## config.mk

```make
export PLATFORM = sky130hd
export DESIGN_NAME = sensor_reset_selftest_error_ctrl
export DESIGN_NICKNAME = d
export VERILOG_FILES = /design/src/core/sensor_reset_selftest_error_ctrl.v
export VERILOG_INCLUDE_DIRS = /design/src /design/src/core
export SDC_FILE = /design/constraint.sdc
export NUM_CORES = 1
export LEC_CHECK = 0
export ABC_AREA = 1
export BUFFER_PORTS_ARGS = -buffer_cell sky130_fd_sc_hd__buf_4
export CAP_MARGIN = 10
export CORE_UTILIZATION = 60
export CTS_CLUSTER_DIAMETER = 150
export DETAILED_ROUTE_END_ITERATION = 8
export GPL_TIMING_DRIVEN = 0
export PLACE_DENSITY = 0.81
export SYNTH_ARGS = -nofsm -noshare
export SYNTH_HDL_FRONTEND = slang
export SYNTH_SLANG_ARGS = --single-unit
export TNS_END_PERCENT = 1
```

## constraint.sdc

```tcl
create_clock -name clk_sys -period 3.9 [get_ports clk_sys]
set_input_delay 0.585 -clock clk_sys [delete_from_list [all_inputs] [get_ports clk_sys]]
set_output_delay 0.585 -clock clk_sys [all_outputs]
set_load 0.005 [all_outputs]
```

## src/core/sensor_supervisor_defines.vh

```
// Constants of the sensor supervision block: timing, register map, field layout
`ifndef SENSOR_SUPERVISOR_DEFINES_VH
`define SENSOR_SUPERVISOR_DEFINES_VH

// ----------------------------------------
// Timing
// ----------------------------------------
`define CLK_FREQ_HZ 250000000
`define STARTUP_TIME_US 40
`define STARTUP_CYCLES ((`CLK_FREQ_HZ / 1000000) * `STARTUP_TIME_US)
`define SELFTEST_FREQ_HZ 24
`define SELFTEST_HALF_CYCLES (`CLK_FREQ_HZ / (2 * `SELFTEST_FREQ_HZ))

// ----------------------------------------
// Register byte offsets
// ----------------------------------------
`define OFS_CTRL 8'h00
`define OFS_STATUS 8'h04
`define OFS_IRQ_STATUS 8'h08
`define OFS_IRQ_MASK 8'h0C

// ----------------------------------------
// Fields
// ----------------------------------------
`define CTRL_ST_EN 0
`define CTRL_SW_RST 1
`define CTRL_RST_VAL 2'h1
`define STAT_PG 0
`define STAT_ERR 1
`define STAT_EXTRST 2
`define STAT_OVL 3
`define STAT_ST 4
`define STAT_STATE_LO 8
`define EV_STARTED 0
`define EV_BROWNOUT 1
`define EV_OVERLOAD 2
`define EV_EXTRST 3
`define EV_SELFTEST 4
`define EV_W 5
`define MASK_RST_VAL 5'h00
`define SYNC_RST_VAL 4'h2
`define RESP_OKAY 2'h0
`define RESP_SLVERR 2'h2

`endif

```

## src/core/sensor_reset_selftest_error_ctrl.v

```verilog
// Supply supervision, startup sequencing, reset, self-test and error flag logic
// Contract
// - Keep powerGood low while supply below threshold; then start startup sequence.
// - On supply drop, powerGood low until supply returns, then full new startup.
// - Error flag high from power-on until startup sequence completes.
// - Operational about 40 us after startup begins.
// - External reset is active low; pulled up so open pin means no reset.
// - During external reset, force both differential outputs to midpoint; here forced only while powerGood is high.
// - Error flag high for whole external reset phase.
// - Error flag high whenever powerGood is low.
// - Self-test input active high; pulled down so open pin means inactive.
// - While self-test active, superimpose about 24 Hz square wave on outputs.
// - On overload, reset readout and restart it until input back in range.
// - Error flag high during acceleration overload.
// - High error flag means outputs invalid; host ignores outputs meanwhile.
`timescale 1ns/1ps
`include "sensor_supervisor_defines.vh"

module sensor_reset_selftest_error_ctrl #(
  parameter integer STARTUP_CYCLES = `STARTUP_CYCLES,
  parameter integer SELFTEST_HALF_CYCLES = `SELFTEST_HALF_CYCLES
)(
  input wire clk_sys,
  input wire rst_n,
  input wire supplyAboveThreshold,
  input wire resetPin_n,
  input wire selftest_request,
  input wire overloadDetect,
  output wire powerGood,
  output wire errorFlag,
  output reg forceMidpoint_r,
  output reg readoutReset_r,
  output reg selftestWave_r,
  output wire irq,
  input wire [7:0] s_axi_awaddr,
  input wire s_axi_awvalid,
  output wire s_axi_awready,
  input wire [31:0] s_axi_wdata,
  input wire [3:0] s_axi_wstrb,
  input wire s_axi_wvalid,
  output wire s_axi_wready,
  output reg [1:0] s_axi_bresp,
  output reg s_axi_bvalid,
  input wire s_axi_bready,
  input wire [7:0] s_axi_araddr,
  input wire s_axi_arvalid,
  output wire s_axi_arready,
  output reg [31:0] s_axi_rdata,
  output reg [1:0] s_axi_rresp,
  output reg s_axi_rvalid,
  input wire s_axi_rready
);
  localparam [2:0] ST_OFF = 3'h0;
  localparam [2:0] ST_STARTUP = 3'h1;
  localparam [2:0] ST_RUN = 3'h2;
  localparam [2:0] ST_RESET = 3'h3;
  localparam [2:0] ST_OVERLOAD = 3'h4;

  // ----------------------------------------
  // Pin synchronisers
  // ----------------------------------------
  // Bit order: supply, reset_n, selftest, overload
  reg [3:0] syncA_r;
  reg [3:0] syncB_r;
  // Reset values mimic the pin pulls: reset pin high, self-test low
  always @(posedge clk_sys or negedge rst_n)
  begin
    if (!rst_n)
    begin
      syncA_r <= `SYNC_RST_VAL;
      syncB_r <= `SYNC_RST_VAL;
    end
    else
    begin
      syncA_r <= {overloadDetect, selftest_request, resetPin_n, supplyAboveThreshold};
      syncB_r <= syncA_r;
    end
  end
  wire supplyOk = syncB_r[0];
  wire extResetActive = ~syncB_r[1];
  wire selftestReq = syncB_r[2];
  wire overload = syncB_r[3];

  // ----------------------------------------
  // Registers written by software
  // ----------------------------------------
  reg [1:0] ctrl_r;
  reg [`EV_W-1:0] irqStatus_r;
  reg [`EV_W-1:0] irqMask_r;
  wire swReset = ctrl_r[`CTRL_SW_RST];
  wire resetPhase = extResetActive | swReset;

  // ----------------------------------------
  // Startup sequencer
  // ----------------------------------------
  reg [2:0] state_r;
  reg [2:0] state_nxt;
  reg [31:0] startCnt_r;
  wire startDone = (startCnt_r == STARTUP_CYCLES - 1);
  always @*
  begin
    state_nxt = state_r;
    case (state_r)
      ST_OFF:
        if (supplyOk)
          state_nxt = ST_STARTUP;
      ST_STARTUP:
        if (startDone)
          state_nxt = ST_RUN;
      ST_RUN: state_nxt = ST_RUN;
      ST_RESET:
        if (!resetPhase)
          state_nxt = ST_STARTUP;
      ST_OVERLOAD:
        if (!overload)
          state_nxt = ST_STARTUP;
      default: state_nxt = ST_OFF;
    endcase
    // Priority: supply, then reset, then overload
    if (!supplyOk)
      state_nxt = ST_OFF;
    else if (resetPhase)
      state_nxt = ST_RESET;
    else if (overload && state_r != ST_OFF)
      state_nxt = ST_OVERLOAD;
  end
  always @(posedge clk_sys or negedge rst_n)
  begin
    if (!rst_n)
    begin
      state_r <= ST_OFF;
      startCnt_r <= 32'h00000000;
    end
    else
    begin
      state_r <= state_nxt;
      // Counter restarts on every entry so a restart is always complete
      if (state_r == ST_STARTUP && state_nxt == ST_STARTUP)
        startCnt_r <= startCnt_r + 32'h00000001;
      else
        startCnt_r <= 32'h00000000;
    end
  end
  // Power-good follows the comparator directly after synchronisation
  assign powerGood = supplyOk;
  // Combinational OR of the causes so the flag never lags a cause
  assign errorFlag = (state_r != ST_RUN) | ~supplyOk |
    resetPhase | overload;
  always @(posedge clk_sys or negedge rst_n)
  begin
    if (!rst_n)
    begin
      forceMidpoint_r <= 1'b0;
      readoutReset_r <= 1'b1;
    end
    else
    begin
      forceMidpoint_r <= supplyOk & resetPhase;
      // Readout held in reset in every state but startup and run
      readoutReset_r <= (state_nxt != ST_STARTUP) & (state_nxt != ST_RUN);
    end
  end

  // ----------------------------------------
  // Self-test stimulus
  // ----------------------------------------
  // The stimulus adds to real motion, so the host must keep the sensor still
  reg [31:0] stCnt_r;
  reg stPhase_r;
  wire stActive = selftestReq & ctrl_r[`CTRL_ST_EN] & (state_r == ST_RUN);
  always @(posedge clk_sys or negedge rst_n)
  begin
    if (!rst_n)
    begin
      stCnt_r <= 32'h00000000;
      stPhase_r <= 1'b0;
      selftestWave_r <= 1'b0;
    end
    else
    begin
      if (!stActive)
      begin
        stCnt_r <= 32'h00000000;
        stPhase_r <= 1'b0;
      end
      else if (stCnt_r == SELFTEST_HALF_CYCLES - 1)
      begin
        stCnt_r <= 32'h00000000;
        stPhase_r <= ~stPhase_r;
      end
      else
        stCnt_r <= stCnt_r + 32'h00000001;
      selftestWave_r <= stActive & stPhase_r;
    end
  end

  // ----------------------------------------
  // Event capture
  // ----------------------------------------
  // Bit order: supply, reset phase, overload, self-test
  reg [3:0] causeD_r;
  reg [2:0] stateD_r;
  wire [`EV_W-1:0] events;
  always @(posedge clk_sys or negedge rst_n)
  begin
    if (!rst_n)
    begin
      causeD_r <= 4'h0;
      stateD_r <= ST_OFF;
    end
    else
    begin
      causeD_r <= {stActive, overload, resetPhase, supplyOk};
      stateD_r <= state_r;
    end
  end

  assign events[`EV_STARTED] = (state_r == ST_RUN) & (stateD_r != ST_RUN);
  assign events[`EV_BROWNOUT] = causeD_r[0] & ~supplyOk;
  assign events[`EV_OVERLOAD] = overload & ~causeD_r[2];
  assign events[`EV_EXTRST] = resetPhase & ~causeD_r[1];
  assign events[`EV_SELFTEST] = stActive & ~causeD_r[3];
  assign irq = |(irqStatus_r & irqMask_r);

  // ----------------------------------------
  // AXI4-Lite slave
  // ----------------------------------------
  reg awHeld_r;
  reg wHeld_r;
  reg [7:0] awAddr_r;
  reg [31:0] wData_r;
  reg [3:0] wStrb_r;
  assign s_axi_awready = ~awHeld_r & ~s_axi_bvalid;
  assign s_axi_wready = ~wHeld_r & ~s_axi_bvalid;
  assign s_axi_arready = ~s_axi_rvalid;
  function mapped;
    input [7:0] addr;
    begin
      mapped = (addr == `OFS_CTRL) | (addr == `OFS_STATUS) |
        (addr == `OFS_IRQ_STATUS) | (addr == `OFS_IRQ_MASK);
    end
  endfunction
  wire awTake = s_axi_awvalid & s_axi_awready;
  wire wTake = s_axi_wvalid & s_axi_wready;
  wire awHave = awHeld_r | awTake;
  wire wHave = wHeld_r | wTake;
  wire [7:0] wrAddr = awHeld_r ? awAddr_r : s_axi_awaddr;
  wire [31:0] wrData = wHeld_r ? wData_r : s_axi_wdata;
  wire [3:0] wrStrb = wHeld_r ? wStrb_r : s_axi_wstrb;
  wire doWrite = awHave & wHave & ~s_axi_bvalid;
  wire lane0 = doWrite & wrStrb[0];
  always @(posedge clk_sys or negedge rst_n)
  begin
    if (!rst_n)
    begin
      awHeld_r <= 1'b0;
      wHeld_r <= 1'b0;
      awAddr_r <= 8'h00;
      wData_r <= 32'h00000000;
      wStrb_r <= 4'h0;
      s_axi_bvalid <= 1'b0;
      s_axi_bresp <= `RESP_OKAY;
    end
    else
    begin
      if (awTake)
        awAddr_r <= s_axi_awaddr;
      if (wTake)
      begin
        wData_r <= s_axi_wdata;
        wStrb_r <= s_axi_wstrb;
      end
      if (doWrite)
      begin
        awHeld_r <= 1'b0;
        wHeld_r <= 1'b0;
        s_axi_bvalid <= 1'b1;
        s_axi_bresp <= mapped(wrAddr) ? `RESP_OKAY : `RESP_SLVERR;
      end
      else
      begin
        awHeld_r <= awHave;
        wHeld_r <= wHave;
        if (s_axi_bready)
          s_axi_bvalid <= 1'b0;
      end
    end
  end
  // Hardware set wins over a write-one clear in the same cycle
  always @(posedge clk_sys or negedge rst_n)
  begin
    if (!rst_n)
    begin
      ctrl_r <= `CTRL_RST_VAL;
      irqStatus_r <= {`EV_W{1'b0}};
      irqMask_r <= `MASK_RST_VAL;
    end
    else
    begin
      if (lane0 && wrAddr == `OFS_CTRL)
        ctrl_r <= wrData[1:0];
      if (lane0 && wrAddr == `OFS_IRQ_MASK)
        irqMask_r <= wrData[`EV_W-1:0];
      if (lane0 && wrAddr == `OFS_IRQ_STATUS)
        irqStatus_r <= (irqStatus_r & ~wrData[`EV_W-1:0]) | events;
      else
        irqStatus_r <= irqStatus_r | events;
    end
  end
  wire [31:0] statusWord = {21'h000000, state_r, 3'h0, stActive, overload,
    resetPhase, errorFlag, supplyOk};
  always @(posedge clk_sys or negedge rst_n)
  begin
    if (!rst_n)
    begin
      s_axi_rvalid <= 1'b0;
      s_axi_rdata <= 32'h00000000;
      s_axi_rresp <= `RESP_OKAY;
    end
    else if (s_axi_arvalid && s_axi_arready)
    begin
      s_axi_rvalid <= 1'b1;
      s_axi_rresp <= mapped(s_axi_araddr) ? `RESP_OKAY : `RESP_SLVERR;
      case (s_axi_araddr)
        `OFS_CTRL: s_axi_rdata <= {30'h00000000, ctrl_r};
        `OFS_STATUS: s_axi_rdata <= statusWord;
        `OFS_IRQ_STATUS: s_axi_rdata <= {27'h0000000, irqStatus_r};
        `OFS_IRQ_MASK: s_axi_rdata <= {27'h0000000, irqMask_r};
        default: s_axi_rdata <= 32'h00000000;
      endcase
    end
    else if (s_axi_rready)
      s_axi_rvalid <= 1'b0;
  end

endmodule

```

# Yosys cells after proc, flatten, opt, wreduce, memory -nomap -nowiden
# Index checks and enable logic that the tools add are counted.
[totals] reg_bits=152 input_bits=63 output_inout_bits=47 word_cells=126
[op_classes] add_sub_neg=2 n_eq_ne=18 mux=24 bitwise_logic=44 reduce_logical=14
[op_table] cell="$mux W32" n=3
[op_table] cell="$add A32 B1 Y32 const B" n=2
[op_table] cell="$pmux W11 S4" n=1
[op_table] cell="$eq A32 B14 Y1 const B" n=1
[op_table] cell="$eq A32 B23 Y1 const B" n=1
[op_table] cell="$eq A8 B4 Y1 const B" n=4
[op_table] cell="$and A1 B1 Y1" n=17
[op_table] cell="$eq A8 B3 Y1 const B" n=2
[op_table] cell="$logic_not A8 Y1" n=2
[op_table] cell="$mux W3" n=5
[op_table] cell="$or A1 B1 Y1" n=12
[op_table] cell="$pmux W3 S4" n=1
[op_table] cell="$and A5 B5 Y5" n=2
[op_table] cell="$mux W5" n=2
[op_table] cell="$not A1 Y1" n=10
[op_table] cell="$or A5 B5 Y5" n=2
[op_table] cell="$mux W1" n=9
[op_table] cell="$ne A3 B2 Y1 const B" n=3
[op_table] cell="$mux W8" n=1
[op_table] cell="$eq A3 B1 Y1 const B" n=2
[op_table] cell="$eq A3 B2 Y1 const B" n=2
[op_table] cell="$logic_and A1 B1 Y1" n=6
[op_table] cell="$not A5 Y5" n=1
[op_table] cell="$reduce_or A5 Y1" n=1
[op_table] cell="8 further kinds" n=10

# Logic depth before layout (Yosys ltp)
[logic_depth] depth_word=9 mapped_depth=13 mapped_depth_nobuf=12

# Least setup slack after synthesis
# No wires, ideal clock.
[synth_path] kind="register to register" startpoint="register startCnt_r[0]" endpoint="register startCnt_r[13]" setup_time_ns=0.125 arrival_time_ns=1.564 t_required_ns=3.775 setup_slack_ns=2.211 path_stages_with_launch=14 path_buffers=1 period_less_slack_ns=1.689 cell_sequence="dfrtp_1 ha_1 nand2_2 nor2_4 nand3_1 nor2_1 nand2_1 nand2_1 nand2_1 nand2_2 nor2_8 nand2_8 buf_12 nor2_4"
[synth_between] elab_chain_len=9 word_cells_on_any_way=10 classes_between="add/sub (1); eq/ne (2); mux (6); reduce/logical (1)"
[synth_rtl] element="from (decl)" line="sensor_reset_selftest_error_ctrl.v:98" rtl="reg [31:0] startCnt_r;"
[synth_rtl] element="from (signal assigned)" line="sensor_reset_selftest_error_ctrl.v:139" rtl="startCnt_r <= startCnt_r + 32'h00000001;"
[synth_rtl] element="$eq A32 B14 Y1" line="sensor_reset_selftest_error_ctrl.v:99" rtl="wire startDone = (startCnt_r == STARTUP_CYCLES - 1);"
[synth_rtl] element="$mux W3" line="sensor_reset_selftest_error_ctrl.v:108" rtl="if (startDone)"
[synth_rtl] element="$pmux W3 S4" line="sensor_reset_selftest_error_ctrl.v:103" rtl="case (state_r)"
[synth_rtl] element="$mux W3" line="sensor_reset_selftest_error_ctrl.v:124" rtl="else if (overload && state_r != ST_OFF)"
[synth_rtl] element="$mux W3" line="sensor_reset_selftest_error_ctrl.v:122" rtl="else if (resetPhase)"
[synth_rtl] element="$mux W3" line="sensor_reset_selftest_error_ctrl.v:120" rtl="if (!supplyOk)"
[synth_rtl] element="$eq A3 B1 Y1" line="sensor_reset_selftest_error_ctrl.v:138" rtl="if (state_r == ST_STARTUP && state_nxt == ST_STARTUP)"
[synth_rtl] element="$logic_and A1 B1 Y1" line="sensor_reset_selftest_error_ctrl.v:138"
[synth_rtl] element="$mux W32 *" line="sensor_reset_selftest_error_ctrl.v:138"
# Mark *: on every way between the ends. The rest lies on a longest branch, timed or not.
# A chain may end at the register's enable or synchronous reset.

# Final worst setup path
[layout_path] startpoint="register syncB_r[1]" endpoint="output port errorFlag"
[layout_between] elab_chain_len=4
[layout_rtl] element="from (decl)" line="sensor_reset_selftest_error_ctrl.v:64" rtl="reg [3:0] syncB_r;"
[layout_rtl] element="from (signal assigned)" line="sensor_reset_selftest_error_ctrl.v:71" rtl="syncB_r <= `SYNC_RST_VAL;"
[layout_rtl] element="from (signal assigned)" line="sensor_reset_selftest_error_ctrl.v:76" rtl="syncB_r <= syncA_r;"
[layout_rtl] element="$not A1 Y1" line="sensor_reset_selftest_error_ctrl.v:80" rtl="wire extResetActive = ~syncB_r[1];"
[layout_rtl] element="$or A1 B1 Y1" line="sensor_reset_selftest_error_ctrl.v:91" rtl="wire resetPhase = extResetActive | swReset;"
[layout_rtl] element="named net resetPhase" line="sensor_reset_selftest_error_ctrl.v:91"
[layout_rtl] element="$or A1 B1 Y1" line="sensor_reset_selftest_error_ctrl.v:147" rtl="assign errorFlag = (state_r != ST_RUN) | ~supplyOk |"
[layout_rtl] element="$or A1 B1 Y1" line="sensor_reset_selftest_error_ctrl.v:148" rtl="resetPhase | overload;"
[layout_rtl] element="to (decl)" line="sensor_reset_selftest_error_ctrl.v:30" rtl="output wire errorFlag,"
# The timed path passes the listed nets, and every way through them passes these cells.

==> results.md <==
* Status: completed
* Initial Util at 0.625
* Initial antenna violation count at 0
* Fraction of layout cells with a size suffix above 1 at 0.207
* Comb pwr share at 0.171
* CP startpoint kind: flip-flop
* DRC viols at 0
* Largest net degree at the start of global routing at 77
* TNS Setup at 0 ns
* Hold Violations, Final at 0
* Top layer used by detailed routing: met4
* Synth Cell Area at 6860 um2
* Peak supply drop at 0.396 mV
* GRT Resource Usage Total at 0.280
* Avg Inst Size Synth at 8.30 um2
* Worst hold-check path type: in2async
* Register bit total from synthesis at 126
* Nets@finish at 990
* Core ar. at 11000 um2
* Dpl hpwl at 11.0 mm
* RSZ-0062 raised after global routing: false
* EDFF count, synth at 0
* Reg power frac at 0.411
* Clock buffer depth at 2
* Leading register cell type out of synthesis: dfrtp_1
* CTS tree: done
* PD cells at 461 nW/um2
* Max Slew Vio Count at 0
* F_max at 431 MHz
* Post-synth top cells: 171 x nand2_1, 122 x dfrtp_1, 98 x nor2_1
* Slew HR at 0.660
* Die Height at 109 um
* WL final at 15.3 mm
* Antenna diodes at 0
* WL/cell at 14.2 um
* Final worst-path cycle share at 0.594
* Setup Viol. Count Final at 0
* Number of warnings issued by yosys at 0
* Synth cell types at 44
* Via/cell ratio at 5.36
* Area added between synthesis and finish at 18.8%
* CP required at 3.31 ns
* Routed met1 length at 6.82 mm
* Post-DRT Antenna Nets at 0
* Vias at 5776
* Crit path capture type: primary output
* Clock skew at 0.00810 ns
* Die W at 109 um
* Mapped Cells at 826
* Vias in the first global route at 5554
* Post-route minimum period at 2.32 ns
* Sequential-to-total area share from yosys stat at 0.460
* Cts hold-fix bufs at 0
* Final GP Congestion at 0.934
* Synth top area share at 0.445
* Finished Core Util at 0.742
* Post-CTS Setup Bufs at 0
* First-pass GRT wire length at 25.6 mm
* Worst setup path category: reg2out
* Biggest area consumer among synthesized cells: dfrtp_1
* # resized after CTS at 0
* # IOs at 110
* Die area at 11900 um2
* Clk pin slew, worst setup/hold paths at 0.05 ns
* Main area contributors after synthesis: dfrtp_1 45%, nand2_1 9.4%, nor2_1 5.4%
* Clk sinks at 126
* Pleak at 3.63 nW
* Asr flop ratio synth at 1.00
* Top-count cell post-synth: nand2_1
* IO Port Bufs at 53
* Cell-internal power at 2.72 mW
* H-Tree Depth at 4
* Grt total ovfl at 0
* Psw at 1.03 mW
* Actual slew at the worst max-slew pin at 0.505 ns
* Max-cap violation count at 0
* Row count at 38
* First DRT Iteration DRCs at 413
* Clock Root Buffer: clkbuf_16
* Peak fanout along the critical path at 4
* Clock Latency Late Sink at 0.42 ns
* WL met2 at 7.12 mm
* DR pass1 iterations at 8
* Crit path DAT at 1.73 ns
* Met3 WL at 1.07 mm
* Clock power frac at 0.418
* Switch share at 0.276
* Cts bufs inserted at 17
-- power by group through the flow --
| stage | Clock (mW) | Sequential [mW] | Combinational, mW |
|---|---|---|---|
| 6_report | 1.57 | 1.54 | 0.643 |
| 3_3_place_gp | 0 | 1.55 | 0.604 |
| 2_1_floorplan | 0 | 1.54 | 0.420 |
| 5_1_grt | 1.64 | 1.56 | 0.728 |
| 3_5_place_dp | 0 | 1.56 | 0.633 |
| 4_1_cts | 1.59 | 1.54 | 0.642 |
-- per-stage QoR --
stage | worst slack [ns] | instance area, um2 | hold slack, ns | power, mW | instances
after floorplan | 2.21 | 6950 | 0.289 | 1.96 | 851
after global placement | 1.88 | 7530 | 0.335 | 2.16 | 1044
after detailed placement | 1.90 | 7560 | 0.346 | 2.19 | 1045
after CTS | 1.58 | 8150 | 0.120 | 3.77 | 1077
after global routing | 1.38 | 8150 | 0.143 | 3.93 | 1077
final | 1.58 | 8150 | 0.100 | 3.75 | 1077
-- worst paths after layout --
kind | startpoint | end | slack [ns] | cells past startpoint
min in group clk_sys | supplyAboveThreshold | syncA_r[0] | 0.28 | 1
hold reg to reg | syncA_r[2] | syncB_r[2] | 0.35 | 0
max in group asynchronous | rst_n | readoutReset_r | 3.07 | 2
setup / recovery | syncB_r[1] | errorFlag | 1.58 | 4
setup reg to reg | startCnt_r[0] | startCnt_r[15] | 1.95 | 13
hold / removal | rst_n | s_axi_bvalid | 0.10 | 1
-- flip-flops by register name, indices dropped and copies added, names as in the netlist, 2 cells and up --
signal,cells
stCnt_r,32
startCnt_r,32
awAddr_r,8
s_axi_rdata,8
irqMask_r,5
irqStatus_r,5
wData_r,5
causeD_r,4
syncA_r,4
syncB_r,4
stateD_r,3
state_r,3
ctrl_r,2
-- cell families after synthesis --
logic type               synth area share
AND/OR/NAND/NOR                     0.327
buffers and inverters              0.0998
flip-flops                          0.460
AO/OA/AOI/OAI                      0.0562
XOR/XNOR                           0.0485
adder cells (fa/ha/maj)           0.00547
other                            0.000547
multiplexers                      0.00164
-- worst max-delay path: stages, from the launching register on --
cell     delay (ns)
dfstp_2        0.53
nand2_1        0.13
nor4_1         0.43
inv_1          0.08
buf_4          0.15
-- per-layer routing --
metal	up-vias	global-route usage
li1	2796	-
met1	2703	0.371
met2	245	0.450
met3	32	0.0681
met4	0	0.0956
met5	-	0
-- cell usage in the layout, fill, tap and decap left out, types with 3 or more instances in the layout --
master and n:
a21oi_1 12, buf_2 3, buf_4 79, clkbuf_1 10
clkbuf_16 17, clkbuf_8 5, clkinv_2 3, conb_1 26
dfrtp_1 122, dfstp_2 4, ha_1 3, inv_1 91
inv_2 11, nand2_1 171, nand2_2 9, nand3_1 39
nand3_2 3, nand4_1 28, nor2_1 98, nor2_2 6
nor2_4 26, nor3_1 34, nor3_2 7, nor4_1 9
o211ai_1 3, o21ai_0 42, o21ai_1 5, o31ai_1 3
xnor2_1 8, xor2_1 30
-- layout make-up --
cell class	count	area, um2
buffer	39	284
clock buffer	26	509
clock inverter	6	82.6
fill	787	2830
inverter	103	400
multi-input combinational	583	3110
sequential	126	3160
tap	140	175
timing repair buffer	54	429
Power figures use the tool's default switching activity.
